[config.mk]
export PLATFORM = sky130hd
export DESIGN_NAME = ivp_controller
export DESIGN_NICKNAME = d
export VERILOG_FILES = /design/src/include/ivp_pkg.sv /design/src/rtl/ivp_controller.sv /design/src/rtl/ivp_arbiter.sv
export VERILOG_INCLUDE_DIRS = /design/src /design/src/include
export SDC_FILE = /design/constraint.sdc
export NUM_CORES = 1
export LEC_CHECK = 0
export BUFFER_PORTS_ARGS = -buffer_cell sky130_fd_sc_hd__buf_2
export CELL_PAD_IN_SITES_DETAIL_PLACEMENT = 1
export CELL_PAD_IN_SITES_GLOBAL_PLACEMENT = 1
export CORE_ASPECT_RATIO = 0.5
export CORE_UTILIZATION = 40
export DETAILED_ROUTE_END_ITERATION = 10
export PLACE_DENSITY_LB_ADDON = 0.12
export SLEW_MARGIN = 30
export SYNTH_ARGS = -nofsm -noshare
export SYNTH_HDL_FRONTEND = slang
export SYNTH_SLANG_ARGS = --single-unit
[constraint.sdc]
create_clock -name core_clk_in -period 5.9 [get_ports core_clk_in]
set_input_delay 0.59 -clock core_clk_in [delete_from_list [all_inputs] [get_ports core_clk_in]]
set_output_delay 0.59 -clock core_clk_in [all_outputs]
set_load 0.05 [all_outputs]
[src/include/ivp_consts.svh]
// Constants of the interrupt vector priority block.
`ifndef IVP_CONSTS_SVH
`define IVP_CONSTS_SVH
`define IVP_ADDR_W 21
`define IVP_VEC_W 6
`define IVP_NUM_VEC 34
`define IVP_LVL_W 2
`define IVP_NUM_LVL 4
`define IVP_NUM_PERIPH 24
`define IVP_CORE_LEVEL 2'h3
`define IVP_PERIPH_LEVEL_RESET 48'h0
`define IVP_BASE_RESET 21'h000000
`define IVP_OFS_CHIP_RESET 21'h000000
`define IVP_OFS_WATCHDOG_RESET 21'h000002
`define IVP_VEC_FIRST_CORE 6'h02
`define IVP_VEC_LAST_CORE 6'h09
`define IVP_VEC_FIRST_PERIPH 6'h0a
`define IVP_VEC_LOW_VOLTAGE 6'h0a
`define IVP_VEC_CLOCK_LOSS 6'h0b
`define IVP_VEC_CONV_A 6'h0c
`define IVP_VEC_CONV_B 6'h0d
`define IVP_VEC_PWM 6'h0e
`define IVP_VEC_CMP_FIRST 6'h0f
`define IVP_VEC_FLASH 6'h12
`define IVP_VEC_SPI_RX 6'h13
`define IVP_VEC_SPI_TX 6'h14
`define IVP_VEC_SERIAL_COMM_PORT_TX 6'h15
`define IVP_VEC_SERIAL_COMM_PORT_RX 6'h16
`define IVP_VEC_I2C 6'h17
`define IVP_VEC_INTERVAL 6'h18
`define IVP_VEC_TIMER_FIRST 6'h19
`define IVP_VEC_GPIO_FIRST 6'h1b
`define IVP_VEC_RTC 6'h21
`endif

[src/include/ivp_pkg.sv]
// Types shared by the interrupt vector priority block.
`include "ivp_consts.svh"
`default_nettype none
package ivp_pkg;
   typedef logic [`IVP_VEC_W-1:0] ivp_vec_type;
   typedef logic [`IVP_LVL_W-1:0] ivp_lvl_type;
   typedef logic [`IVP_ADDR_W-1:0] ivp_addr_type;

   // One-cycle event pulses from the core and the peripherals.
   typedef struct packed {
      logic [7:0] core_exc;
      logic low_voltage;
      logic pll_lock_loss;
      logic pll_clock_loss;
      logic conv_a_done;
      logic conv_b_done;
      logic pwm_reload;
      logic pwm_fault;
      logic [2:0] cmp_rise;
      logic [2:0] cmp_fall;
      logic flash_status;
      logic spi_rx_full;
      logic spi_tx_empty;
      logic serial_comm_port_tx_empty;
      logic serial_comm_port_rx_full;
      logic i2c_event;
      logic interval_timer;
      logic [1:0] timer_ch;
      logic [5:0] gpio_port;
      logic rtc_event;
   } ivp_events_type;

   // Request presented to the core.
   typedef struct packed {
      logic valid;
      ivp_vec_type vector;
      ivp_lvl_type level;
      ivp_addr_type fetch_addr;
   } ivp_request_type;
endpackage : ivp_pkg
`default_nettype wire

[src/rtl/ivp_controller.sv]
// Interrupt priority and vector selection for the processor core.
`include "ivp_consts.svh"
`default_nettype none
module ivp_controller (
   // Clock and synchronous active-low reset.
   input wire logic core_clk_in,
   input wire logic rst_b_in,
   // Event pulses from the core and the peripherals, already on this clock.
   input wire ivp_pkg::ivp_events_type events_in,
   // Load strobes for the table base and the peripheral levels.
   input wire logic base_load_in,
   input wire ivp_pkg::ivp_addr_type base_value_in,
   input wire logic level_load_in,
   input wire logic [`IVP_NUM_PERIPH*`IVP_LVL_W-1:0] level_value_in,
   // Acknowledge from the core, naming the vector that it has taken.
   input wire logic ack_in,
   input wire ivp_pkg::ivp_vec_type ack_vector_in,
   // Registered request and reset entry addresses toward the core.
   output ivp_pkg::ivp_request_type request_out,
   output ivp_pkg::ivp_addr_type chip_reset_addr_out,
   output ivp_pkg::ivp_addr_type watchdog_reset_addr_out
);
   ivp_pkg::ivp_addr_type vector_table_base;
   logic [`IVP_NUM_PERIPH*`IVP_LVL_W-1:0] periph_level;
   logic [`IVP_NUM_VEC-1:0] pending;
   logic [`IVP_NUM_VEC-1:0] raw_event;
   logic [`IVP_NUM_VEC-1:0] clear_mask;
   logic [`IVP_NUM_VEC*`IVP_LVL_W-1:0] vec_level;
   logic win_found;
   ivp_pkg::ivp_vec_type win_vector;
   ivp_pkg::ivp_lvl_type win_level;
   ivp_pkg::ivp_addr_type next_fetch_addr;
   logic clock_loss_req;
   logic pwm_req;
   logic [2:0] cmp_req;
   ivp_pkg::ivp_addr_type vector_offset;

   ////////////////////////////////////////////////////////////////////////////
   // Table base; its reset value makes entries 0 and 1 overlay the reset addresses.
   always_ff @(posedge core_clk_in) begin
      if (!rst_b_in) begin
         vector_table_base <= `IVP_BASE_RESET;
      end else if (base_load_in) begin
         vector_table_base <= base_value_in;
      end
   end

   // Per-peripheral levels, two bits each, starting at level 0.
   always_ff @(posedge core_clk_in) begin
      if (!rst_b_in) begin
         periph_level <= `IVP_PERIPH_LEVEL_RESET;
      end else if (level_load_in) begin
         periph_level <= level_value_in;
      end
   end

   ////////////////////////////////////////////////////////////////////////////
   // Sources that share one vector are ORed each cycle, so either event alone sets its flag.
   assign clock_loss_req = events_in.pll_lock_loss | events_in.pll_clock_loss;
   assign pwm_req = events_in.pwm_reload | events_in.pwm_fault;

   // Each comparator folds its rising and falling flags into one request of its own.
   genvar gc;
   generate
      for (gc = 0; gc < 3; gc++) begin : g_cmp
         assign cmp_req[gc] = events_in.cmp_rise[gc] | events_in.cmp_fall[gc];
      end
   endgenerate

   ////////////////////////////////////////////////////////////////////////////
   // Map the source events onto vector positions; entries 0 and 1 never request.
   always_comb begin
      raw_event = '0;
      raw_event[`IVP_VEC_LAST_CORE:`IVP_VEC_FIRST_CORE] = events_in.core_exc;
      raw_event[`IVP_VEC_LOW_VOLTAGE] = events_in.low_voltage;
      raw_event[`IVP_VEC_CLOCK_LOSS] = clock_loss_req;
      raw_event[`IVP_VEC_CONV_A] = events_in.conv_a_done;
      raw_event[`IVP_VEC_CONV_B] = events_in.conv_b_done;
      raw_event[`IVP_VEC_PWM] = pwm_req;
      raw_event[`IVP_VEC_CMP_FIRST +: 3] = cmp_req;
      raw_event[`IVP_VEC_FLASH] = events_in.flash_status;
      raw_event[`IVP_VEC_SPI_RX] = events_in.spi_rx_full;
      raw_event[`IVP_VEC_SPI_TX] = events_in.spi_tx_empty;
      raw_event[`IVP_VEC_SERIAL_COMM_PORT_TX] = events_in.serial_comm_port_tx_empty;
      raw_event[`IVP_VEC_SERIAL_COMM_PORT_RX] = events_in.serial_comm_port_rx_full;
      raw_event[`IVP_VEC_I2C] = events_in.i2c_event;
      raw_event[`IVP_VEC_INTERVAL] = events_in.interval_timer;
      raw_event[`IVP_VEC_TIMER_FIRST +: 2] = events_in.timer_ch;
      raw_event[`IVP_VEC_GPIO_FIRST +: 6] = events_in.gpio_port;
      raw_event[`IVP_VEC_RTC] = events_in.rtc_event;
      raw_event[1:0] = 2'h0;
   end

   // Core entries sit at fixed level 3, peripherals at their programmed level, entries 0 and 1 at fixed level 0.
   genvar gv;
   generate
      for (gv = 0; gv < `IVP_NUM_VEC; gv++) begin : g_level
         if (gv >= `IVP_VEC_FIRST_PERIPH) begin : g_periph
            assign vec_level[gv*`IVP_LVL_W +: `IVP_LVL_W] =
               periph_level[(gv-`IVP_VEC_FIRST_PERIPH)*`IVP_LVL_W +: `IVP_LVL_W];
         end else if (gv >= `IVP_VEC_FIRST_CORE) begin : g_core
            assign vec_level[gv*`IVP_LVL_W +: `IVP_LVL_W] = `IVP_CORE_LEVEL;
         end else begin : g_reserved
            assign vec_level[gv*`IVP_LVL_W +: `IVP_LVL_W] = '0;
         end
      end
   endgenerate

   ////////////////////////////////////////////////////////////////////////////
   // Acknowledge clears one pending flag; a new event in that cycle wins.
   always_comb begin
      clear_mask = '0;
      if (ack_in && (ack_vector_in < `IVP_VEC_W'(`IVP_NUM_VEC))) begin
         clear_mask[ack_vector_in] = 1'b1;
      end
   end

   // Sticky pending flags, one per vector.
   always_ff @(posedge core_clk_in) begin
      if (!rst_b_in) begin
         pending <= '0;
      end else begin
         pending <= (pending & ~clear_mask) | raw_event;
      end
   end

   ////////////////////////////////////////////////////////////////////////////
   // Ranking of the pending flags.
   ivp_arbiter u_arbiter (
      .pending_in(pending),
      .levels_in(vec_level),
      .found_out(win_found),
      .vector_out(win_vector),
      .level_out(win_level)
   );

   // Table offset of the winning vector: two words per entry, so twice its number.
   assign vector_offset = {{(`IVP_ADDR_W-`IVP_VEC_W-1){1'b0}}, win_vector, 1'b0};

   // Fetch address; a base near the top of the space wraps instead of saturating.
   assign next_fetch_addr = vector_table_base + vector_offset;

   // Registered request toward the core; it follows the pending set each cycle.
   always_ff @(posedge core_clk_in) begin
      if (!rst_b_in) begin
         request_out <= '0;
      end else begin
         request_out.valid <= win_found;
         request_out.vector <= win_vector;
         request_out.level <= win_level;
         request_out.fetch_addr <= next_fetch_addr;
      end
   end

   // Reset fetch addresses for the chip reset and watchdog reset entries.
   always_ff @(posedge core_clk_in) begin
      if (!rst_b_in) begin
         chip_reset_addr_out <= `IVP_BASE_RESET;
         watchdog_reset_addr_out <= `IVP_BASE_RESET;
      end else begin
         chip_reset_addr_out <= vector_table_base + `IVP_OFS_CHIP_RESET;
         watchdog_reset_addr_out <= vector_table_base + `IVP_OFS_WATCHDOG_RESET;
      end
   end
endmodule : ivp_controller
`default_nettype wire

[src/rtl/ivp_arbiter.sv]
// Picks the highest level, then the lowest vector, among pending requests.
`include "ivp_consts.svh"
`default_nettype none
module ivp_arbiter (
   input wire logic [`IVP_NUM_VEC-1:0] pending_in,
   input wire logic [`IVP_NUM_VEC*`IVP_LVL_W-1:0] levels_in,
   output logic found_out,
   output ivp_pkg::ivp_vec_type vector_out,
   output ivp_pkg::ivp_lvl_type level_out
);
   logic [`IVP_NUM_VEC-1:0] hit [`IVP_NUM_LVL];
   logic [`IVP_NUM_VEC-1:0] chosen;

   ////////////////////////////////////////////////////////////////////////////
   // Sort each pending vector into the row of its level.
   genvar gl, gv;
   generate
      for (gl = 0; gl < `IVP_NUM_LVL; gl++) begin : g_lvl
         for (gv = 0; gv < `IVP_NUM_VEC; gv++) begin : g_vec
            assign hit[gl][gv] = pending_in[gv] &&
               (levels_in[gv*`IVP_LVL_W +: `IVP_LVL_W] == `IVP_LVL_W'(gl));
         end
      end
   endgenerate

   ////////////////////////////////////////////////////////////////////////////
   // Highest occupied level wins, then the lowest vector in that level.
   always_comb begin
      found_out = 1'b0;
      level_out = '0;
      chosen = '0;
      vector_out = '0;
      for (int l = 0; l < `IVP_NUM_LVL; l++) begin
         if (|hit[l]) begin
            found_out = 1'b1;
            level_out = l[`IVP_LVL_W-1:0];
            chosen = hit[l];
         end
      end
      for (int v = `IVP_NUM_VEC - 1; v >= 0; v--) begin
         if (chosen[v]) begin
            vector_out = v[`IVP_VEC_W-1:0];
         end
      end
   end
endmodule : ivp_arbiter
`default_nettype wire

## Word-level counts from Yosys, hierarchy flattened

Cells that the tools add are included.
W data, S select, Z words.

- Bits in registers: 175
- Input port bits: 117
- Word-level logic and storage cells: 268

- Equal/unequal tests: 72
- $lt $le $gt $ge: 3
- Bitwise gates (word level): 8
- Reduce and logical (&&, ||, !) cells: 126
- Add/subtract/negate cells: 2
- Multiplexer cells: 48

Operators by type and width:

| cell | count |
|---|---|
| $mux W6 | 34 |
| $mux W34 | 5 |
| $logic_and A1 B1 Y1 | 98 |
| $eq A2 B2 Y1 const B | 48 |
| $eq A2 B1 Y1 const B | 24 |
| $logic_not A2 Y1 | 24 |
| $reduce_or A24 Y1 | 2 |
| $and A34 B34 Y34 | 1 |
| $not A34 Y34 | 1 |
| $or A34 B34 Y34 | 1 |
| $reduce_or A32 Y1 | 1 |
| $reduce_or A26 Y1 | 1 |
| $add A21 B2 Y21 const B | 1 |
| $add A21 B7 Y21 | 1 |
| $lt A6 B7 Y1 const B | 1 |
| $demux W1 S6 | 1 |
| $ge A6 B1 Y1 const B | 1 |
| $lt A6 B6 Y1 const B | 1 |
| $mux W1 | 6 |
| $or A1 B1 Y1 | 5 |
| $mux W2 | 2 |

## Depth between registers and ports, before layout

Gate-level depths: netlist of the first run.

- Depth in word-level cells: 42
- Mapped depth: 28
- Mapped depth without buffers: 24

## Cells and area by module

A second synthesis of the first run with hierarchy kept.

- Cells, all modules: 1129
- Area total of the unflattened synthesis: 9116.2 µm²

By module, submodules not included:

| module | sequential area each (µm²) | instances | area an instance (µm²) | cells each |
|---|---|---|---|---|
| ivp_controller | 3463.3 | 1 | 6323.6 | 658 |
| ivp_arbiter | 0.0 | 1 | 2792.7 | 471 |

## Worst setup path before layout of the first run

Ideal clock, no wire load.

- Path kind: flip-flop to flip-flop
- Start: register pending[1]
- End: register request_out[20] (netlist name)
- Path slack: 1412 ps
- Arrival: 4361 ps
- Cell stages (with the launch flop): 23
- Data required time: 5772 ps
- Path through: dfxtp_1 -> or2_1 -> nor4_1 -> nand4_1 -> o211ai_2 -> nor2_2 -> mux2_2 -> a31o_1 -> or4_4 -> a21oi_1 -> a21oi_1 -> nor4_1 -> ha_1 -> a21oi_1 -> o21bai_1 -> a21oi_1 -> nor2_1 -> o21a_1 -> and3_1 -> and2_1 -> nand4_1 -> xor2_1 -> nor2_1

RTL lines:

| item | RTL line | source |
|---|---|---|
| from (decl) | ivp_controller.sv:25 | `` logic [`IVP_NUM_VEC-1:0] pending; `` |
| from (signal assigned) | ivp_controller.sv:123 | `pending <= (pending & ~clear_mask) \| raw_event;` |
| $reduce_or A26 Y1 | ivp_arbiter.sv:34 | `if (\|hit[l]) begin` |
| $mux W34 (*) (4 in a row) | ivp_arbiter.sv:34 |  |
| $mux W6 (32 in a row) | ivp_arbiter.sv:41 | `if (chosen[v]) begin` |
| $mux W6 (*) | ivp_arbiter.sv:41 |  |
| via u_arbiter.vector_out[2] | ivp_arbiter.sv:8 | `output ivp_pkg::ivp_vec_type vector_out,` |
| $add A21 B7 Y21 (*) | ivp_controller.sv:141 | `assign next_fetch_addr = vector_table_base + vector_offset;` |
| to (decl) | ivp_controller.sv:19 | `output ivp_pkg::ivp_request_type request_out,` |

Mark *: on every way through the listed nets, which the timed path passes. The rest lies on a longest branch.
A chain may end at the register's enable or synchronous reset.

## Worst setup path after layout of the first run

- Start: register pending[1]
- End: register request_out[14] (netlist name)

Same word-level chain as after synthesis.

==> results of run 1 <==
## power groups by stage
stage	combinational, mW	clock (mW)	sequential [mW]
CTS	0.480	1.25	1.33
global placement	0.468	0	1.35
floorplan	0.237	0	1.39
global route	0.518	1.30	1.34
finish	0.484	1.23	1.33
detailed placement	0.475	0	1.35
## worst paths after layout
check	from	end	slack [ns]	depth (start not counted)
min reg2reg	pending[0]	pending[0]	0.46	2
min	events_in[6]	pending[32]	0.35	3
max reg2reg	pending[1]	request_out[14]	0.30	23
max	pending[1]	request_out[14]	0.30	23
## cell type report
| type | instances | area [sq um] | share of cell area |
|---|---|---|---|
| clock buffers | 21 | 450.4 | 0.04363 |
| repair buffers | 226 | 1251 | 0.1212 |
| multi-input cells | 741 | 4538 | 0.4396 |
| well taps | 266 | 332.8 | 0.03224 |
| inverters | 27 | 103.9 | 0.01006 |
| clock inverters | 11 | 183.9 | 0.01782 |
| flip-flops and latches | 173 | 3463 | 0.3355 |
## cells in the mapped netlist, types with 5 or more instances
master     count
nor4_1        15
buf_1          8
o2111ai_1      5
nand4_1       18
clkbuf_1      35
o22ai_1        7
o211ai_1       8
nor2_1       169
o221ai_1       6
o21bai_1       7
o21ai_1        5
inv_1         26
a21o_1         5
xor2_1        19
and3_1        14
ha_1           7
nand3b_1      27
buf_2          9
a21oi_1       51
o21ai_0       18
nand2b_1       7
nor2b_1        5
mux2i_1       69
a211oi_1       8
nor3_1        20
nand2_1       83
dfxtp_1      173
nand3_1       37
nor3b_1       25
a31oi_1        8
and2_1        32
xnor2_1       13
## sequential cells by signal, indices dropped and copies added (netlist names)
name	count
periph_level	48
chip_reset_addr_out	20
request_out	30
vector_table_base	21
pending	34
watchdog_reset_addr_out	20
## tightest hold or removal path, cell delays in order
cell,delay (ns)
buf_2,0.08
a21oi_1,0.03
nor2_1,0.07
## logic make-up (layout without fill, tap and decap cells)
logic type | after synthesis | count (layout) | share of synthesized area
XOR/XNOR | 32 | 32 | 0.03379
AND/OR/NAND/NOR | 473 | 473 | 0.2859
multiplexers | 72 | 72 | 0.08734
flip-flops | 173 | 173 | 0.4176
buffers and inverters | 81 | 285 | 0.03892
adder cells (fa/ha/maj) | 8 | 8 | 0.01297
AO/OA/AOI/OAI | 156 | 156 | 0.1236
## repair_timing
action                     in CTS  in global routing
hold endpoints to repair        0                  0
setup endpoints to repair       0                  7
gates resized for setup         0                  3
hold buffers                    0                  0
## metrics by stage
step | hold slack, ns | instances | worst slack [ns]
after global placement | 0.4347 | 1433 | 0.5140
after detailed placement | 0.4510 | 1433 | 0.3217
after CTS | 0.3273 | 1465 | 0.2699
after floorplan | 0.4203 | 995 | 1.412
final | 0.3500 | 1465 | 0.3044
after global routing | 0.3533 | 1465 | 0.03648
## metal layers
layer / wire length, microns / GRT usage / up-vias
met1: 15300 / 0.4133 / 3979
met2: 13330 / 0.4300 / 246
met4: 684 / 0.1042 / 0
li1: - / - / 3871
met5: 0 / 0 / -
met3: 1884 / 0.07080 / 34
==> summary.txt, run 1 <==
Timing
  – Final min period: 5.596 ns
  – Achievable frequency: 178.7 MHz
  – Slew @ Worst Pin: 0.8565 ns
  – RSZ-0062 raised after global routing: false
  – Final slew viol count: 0
  – Fin. Hold Viols: 0
  – Setup violations, final: 0
  – Setup TNS Final: 0 ns
  – Final period utilization: 0.9484
  – Skew final: 0.009106 ns
  – Slew headroom: 0.4246

CTS
  – Worst-path clk slew: 0.07 ns
  – CTS root buf: clkbuf_16
  – Latest clock arrival within the worst-skew pair: 0.45 ns
  – Setup bufs post-CTS: 0
  – Total clock buffers created by CTS: 17
  – H-tree levels: 4
  – Worst-case clock buffer depth: 2
  – CTS Sinks: 173
  – CTS tree: built

Critical path
  – Max Fanout on Critical Path: 8
  – Cell Chain, Critical Path: or2_1 -> nor4_1 -> nand4_1 -> o211ai_2 -> buf_4 -> nor4_1 -> a311o_1 -> buf_4 -> or4_4 -> a21oi_1 -> a21oi_1 -> nor4_1 -> ha_1 -> a21oi_1 -> o21bai_1 -> a21oi_1 -> nor2_1 -> o21a_1 -> and3_1 -> and2_1 -> nand2_1 -> xor2_1 -> nor2_1
  – Worst Path Buf+Inv: 2
  – Worst path top cell family by delay: simple AND/OR/NAND/NOR gates
  – Max stage delay cell, worst path: or4_4
  – CP Capture Type: flip-flop
  – Req. time, crit path: 6.20 ns
  – CP Data Arrival Time: 5.89 ns
  – Startpoint types: flip-flop
  – Critical Path Most Common Cell: a21oi_1
  – Crit path kind: reg2reg
  – Max incr delay on CP: 0.51 ns

Yosys
  – Top_reg_cell synth: dfxtp_1
  – Yosys reg bits: 173
  – Gate Count Post-Synth: 995
  – Share of the synthesized area in the top cell type: 0.4176
  – Synth unique cells: 69
  – Cell taking the most area after synthesis: dfxtp_1
  – Synthesized area per cell: 8.336 sq um
  – Post-synth EDFFs: 0
  – Synth async-reset ratio: 0
  – Synth warnings: 0
  – Seq/Total Area, Yosys: 0.4176
  – Synth area leaders: dfxtp_1 (42%), mux2i_1 (8.3%), nor2_1 (7.6%), nand2_1 (3.8%), a21oi_1 (3.1%)
  – Post-Syn Area: 8294 sq um
  – Post-Syn Nets: 1,120

Pwr
  – Flop pwr share: 0.438
  – Internal power: 2.139 mW
  – Clock share of power: 0.403
  – Pwr Total: 3.044 mW
  – Sw Pwr: 0.9051 mW
  – VDD IR max: 0.1713 mV
  – Cell area power density: 294.8 nW/um^2
  – Comb pwr share: 0.159
  – Pleak: 4.626 nW
  – Sw frac: 0.2974

Route
  – 1st-iter DRT viols: 550
  – Via density: 5.549
  – Vias: 8,130
  – Drt wl/cell: 21.29 microns
  – Detailed Route WL: 31,190 microns
  – Pre-Repair DR Iteration Count: 5
  – Post-route ant nets: 0
  – # DRC: 0

Floorplan
  – I/O pin count: 189
  – Initial Util: 0.4175
  – Die width: 205.6 microns
  – Num rows: 36
  – Die Ht: 103.8 microns
  – Full die area: 21,350 sq um
  – Core area: 19,860 sq um

Placed design
  – Post-DP HPWL: 23,540 microns
  – Number of port buffers: 188
  – Placement Cell Area: 9666 sq um
  – GPL Wtd Cong: 0.9603

GRT
  – First-pass GRT wire length: 47,150 microns
  – Largest net degree at the start of global routing: 77
  – Congestion Overflow GR: 0
  – Vias in the first global route: 8,123
  – Global Route Usage Sum: 0.2929
  – Antenna violations before repair: 0

Layout
  – Layout area overhead: 24.47%
  – Share of layout cells above drive strength 1: 0.2285
  – Final core utilization: 0.5197
  – Layout fillers: 2,451
  – Commonest non-fill, non-tap cell in the layout: buf_2
  – Net count, final: 1,311
  – Fin area: 10,320 sq um
  – Commonest non-fill, non-tap cells in the layout: buf_2 (188), dfxtp_1 (173), nor2_1 (169), nand2_1 (83), mux2i_1 (69)
  – ANT cells: 0

Worst hold path
  – Worst Hold Class: in2reg

Flow run
  – Maxcap violations: 0

Outcome
  – Status: completed
(Power assumes the default switching activity.)
==> inputs of run 2 (changes only) <==
==> constraint.sdc (replaced) <==
create_clock -name core_clk_in -period 5.9 [get_ports core_clk_in]
set_input_delay 1.18 -clock core_clk_in [delete_from_list [all_inputs] [get_ports core_clk_in]]
set_output_delay 1.18 -clock core_clk_in [all_outputs]
set_load 0.05 [all_outputs]
==> run 2 against run 1 <==
Setup slack better by 0.013 ns. Maximum frequency is 0.23% higher. Clock skew is 0.0025 ns lower. Count of clock-buffer cells in the layout is 3 lower. Routed wire length is 0.29% higher. Critical endpoint unchanged. Highest routed layer unchanged.
==> summary.txt, run 2 (synthesis gave the netlist of run 1 again) <==
Outcome
  – Status: completed

Pwr
  – Sw Pwr: 0.9331 mW (+3.1%)
  – Comb pwr share: 0.164 (+0.005)
  – VDD IR max: 0.2018 mV (+18%)
  – Sw frac: 0.3169 (+0.01950)
  – Clock share of power: 0.384 (-0.019)
  – Flop pwr share: 0.452 (+0.014)
  – Cell area power density: 287.0 nW/um^2 (-2.6%)
  – Pleak: 4.600 nW (-0.57%)
  – Internal power: 2.012 mW (-5.9%)

Floorplan
  – Core area: 19,860 sq um (unchanged)
  – Full die area: 21,350 sq um (unchanged)
  – Die Ht: 103.8 microns (unchanged)
  – Die width: 205.6 microns (unchanged)
  – I/O pin count: 189 (unchanged)
  – Num rows: 36 (unchanged)
  – Initial Util: 0.4175 (unchanged)

Layout
  – Final core utilization: 0.5164 (-0.003275)
  – ANT cells: 0 (unchanged)
  – Layout area overhead: 23.68%
  – Net count, final: 1,311 (unchanged)
  – Area of the multi-input gates: 4532 sq um (-0.14%)
  – Commonest non-fill, non-tap cell in the layout: buf_2
  – Largest regs: periph_level x48, pending x34, request_out x30
  – Share of layout cells above drive strength 1: 0.2295 (+0.001025)
  – Reg with most FFs: periph_level
  – Layout fillers: 2,461 (+0.41%)
  – Commonest non-fill, non-tap cells in the layout: buf_2 (188), dfxtp_1 (173), nor2_1 (169), nand2_1 (83), mux2i_1 (69)
  – Number of flip-flops in the largest register: 48 (unchanged)
  – Final Non-Filler Cells: 1,464 (-0.068%)
  – Register area: 3463 sq um (unchanged)

Critical path
  – Max incr delay on CP: 0.51 ns (about the same)
  – Crit path from: pending[1]
  – CP Capture Type: flip-flop
  – Reg2reg path depth: 23 (unchanged)
  – Worst reg2reg endpoint: request_out[14]
  – CP Data Arrival Time: 5.89 ns (about the same)
  – Reg2reg setup slack: 0.32 ns (about the same)
  – Critical Path Most Common Cell: a21oi_1
  – Worst path top cell family by delay: simple AND/OR/NAND/NOR gates
  – Max stage delay cell, worst path: or4_4
  – Startpoint types: flip-flop
  – Max Fanout on Critical Path: 8 (unchanged)
  – Cell Chain, Critical Path: or2_1 -> nor4_1 -> nand4_1 -> o211ai_2 -> buf_4 -> nor4_1 -> a311o_1 -> buf_4 -> or4_4 -> a21oi_1 -> a21oi_1 -> nor4_1 -> ha_1 -> a21oi_1 -> o21bai_1 -> a21oi_1 -> nor2_1 -> o21a_1 -> and3_1 -> and2_1 -> nand2_1 -> xor2_1 -> nor2_1
  – Crit path kind: reg2reg
  – Req. time, crit path: 6.21 ns (about the same)
  – R2R Path Start: pending[1]
  – Worst Path Buf+Inv: 2 (unchanged)

Timing
  – Final min period: 5.583 ns (-0.01280 ns)
  – Fin. Hold Viols: 0 (unchanged)
  – Final slew viol count: 0 (unchanged)
  – Achievable frequency: 179.1 MHz (+0.23%)
  – Slew headroom: 0.3597 (-0.06490)
  – Skew final: 0.006570 ns (-0.002537 ns)
  – Setup TNS Final: 0 ns (unchanged)
  – Setup slack after layout: 0.3172 ns (+0.01280 ns)
  – Slew @ Worst Pin: 0.9531 ns (+0.09660 ns)
  – Final period utilization: 0.9462 (-0.002169)
  – Setup violations, final: 0 (unchanged)
  – RSZ-0062 raised after global routing: false

CTS
  – CTS root buf: clkbuf_16
  – CTS tree: built
  – Setup bufs post-CTS: 0 (unchanged)
  – CTS Sinks: 173 (unchanged)
  – Latest clock arrival within the worst-skew pair: 0.45 ns (about the same)
  – Worst-case clock buffer depth: 2 (unchanged)
  – Worst-path clk slew: 0.07 ns (about the same)
  – H-tree levels: 4 (unchanged)
  – Total clock buffers created by CTS: 17 (unchanged)
  – Hold buffer count at CTS: 0 (unchanged)

Worst hold path
  – Hold_sp: pending[0]
  – Hold depth: 2 (-1)
  – Worst Hold Class: reg2reg
  – Hold path endpoint: pending[0]

Flow run
  – Maxcap violations: 0 (unchanged)

GRT
  – Largest net degree at the start of global routing: 106 (+38%)
  – Antenna violations before repair: 0 (unchanged)
  – First-pass GRT wire length: 47,680 microns (+1.1%)
  – Global Route Usage Sum: 0.2977 (+0.004805)
  – Vias in the first global route: 8,118 (-0.062%)
  – Congestion Overflow GR: 0 (unchanged)

Route
  – Via density: 5.600 (+0.91%)
  – # DRC: 0 (unchanged)
  – Detailed Route WL: 31,280 microns (+0.29%)
  – Drt wl/cell: 21.37 microns (+0.36%)
  – Pre-Repair DR Iteration Count: 5 (unchanged)
  – Post-route ant nets: 0 (unchanged)
  – Vias: 8,198 (+0.84%)
  – 1st-iter DRT viols: 561 (+2.0%)

Placed design
  – GPL Wtd Cong: 0.9492 (-1.2%)
  – Dpl ws: 0.3947 ns (+0.07307 ns)
  – Number of port buffers: 188 (unchanged)
  – Dpl cells: 1,433 (unchanged)
  – Post-DP HPWL: 23,880 microns (+1.4%)
==> run 2: cell count changes in the layout (fill, tap and decap cells not counted), sizes merged <==
cell,delta
bufinv,-3
inv,+3
clkinvlp,+1
clkbuf,-3
clkinv,+1
==> run 2: layout make-up <==
type                    count  share of cell area
clock buffers              18             0.04281
clock inverters            13             0.01305
inverters                  27             0.01037
multi-input cells         741              0.4418
flip-flops and latches    173              0.3376
well taps                 266             0.03244
repair buffers            226              0.1220
==> run 2: worst max-delay path by stage <==
stage	endpoint	slack, ns	cells after the start
after floorplan	request_out[20]	1.41	22
after global placement	request_out[20]	0.51	23
after detailed placement	request_out[14]	0.39	23
after CTS	request_out[14]	0.36	23
after global routing	request_out[20]	0.05	25
final	request_out[14]	0.32	23
==> run 2: timing repair <==
item	CTS	global route
hold endpoints to repair	0	0
endpoints found under the setup margin	0	5
gates resized for setup	0	2
==> run 2: power groups by stage <==
stage	registers, mW	clock network (mW)	logic (mW)
2_1_floorplan	1.39	0	0.237
3_3_place_gp	1.35	0	0.469
3_5_place_dp	1.35	0	0.476
4_1_cts	1.33	1.15	0.479
5_1_grt	1.34	1.20	0.520
6_report	1.33	1.13	0.483
==> run 2: routing by layer <==
layer / GRT usage / routed length (microns) / vias to the layer above
met2: 0.4384 / 13370 / 251
li1: - / - / 3874
met3: 0.05066 / 1709 / 42
met1: 0.4352 / 15560 / 4031
met5: 0 / 0 / -
met4: 0.09735 / 646 / 0
==> run 2: metrics by stage <==
stage          instance area, sq um  power [mW]  hold WS (ns)
2_1_floorplan                  8294       1.628        0.4203
3_3_place_gp                   9659       1.821        0.4350
3_5_place_dp                   9673       1.830        0.4525
4_1_cts                       10250       2.957        0.4652
5_1_grt                       10260       3.056        0.4894
6_report                      10260       2.945        0.4683
==> run 2: worst register-to-register path: stages (launching register included) <==
cell,delay (ns)
dfxtp_1,0.33
or2_1,0.29
nor4_1,0.45
nand4_1,0.21
o211ai_2,0.34
buf_4,0.23
nor4_1,0.08
a311o_1,0.41
buf_4,0.17
or4_4,0.51
a21oi_1,0.16
a21oi_1,0.14
nor4_1,0.29
ha_1,0.32
a21oi_1,0.22
o21bai_1,0.09
a21oi_1,0.18
nor2_1,0.09
o21a_1,0.18
and3_1,0.19
and2_1,0.21
nand2_1,0.10
xor2_1,0.17
nor2_1,0.06
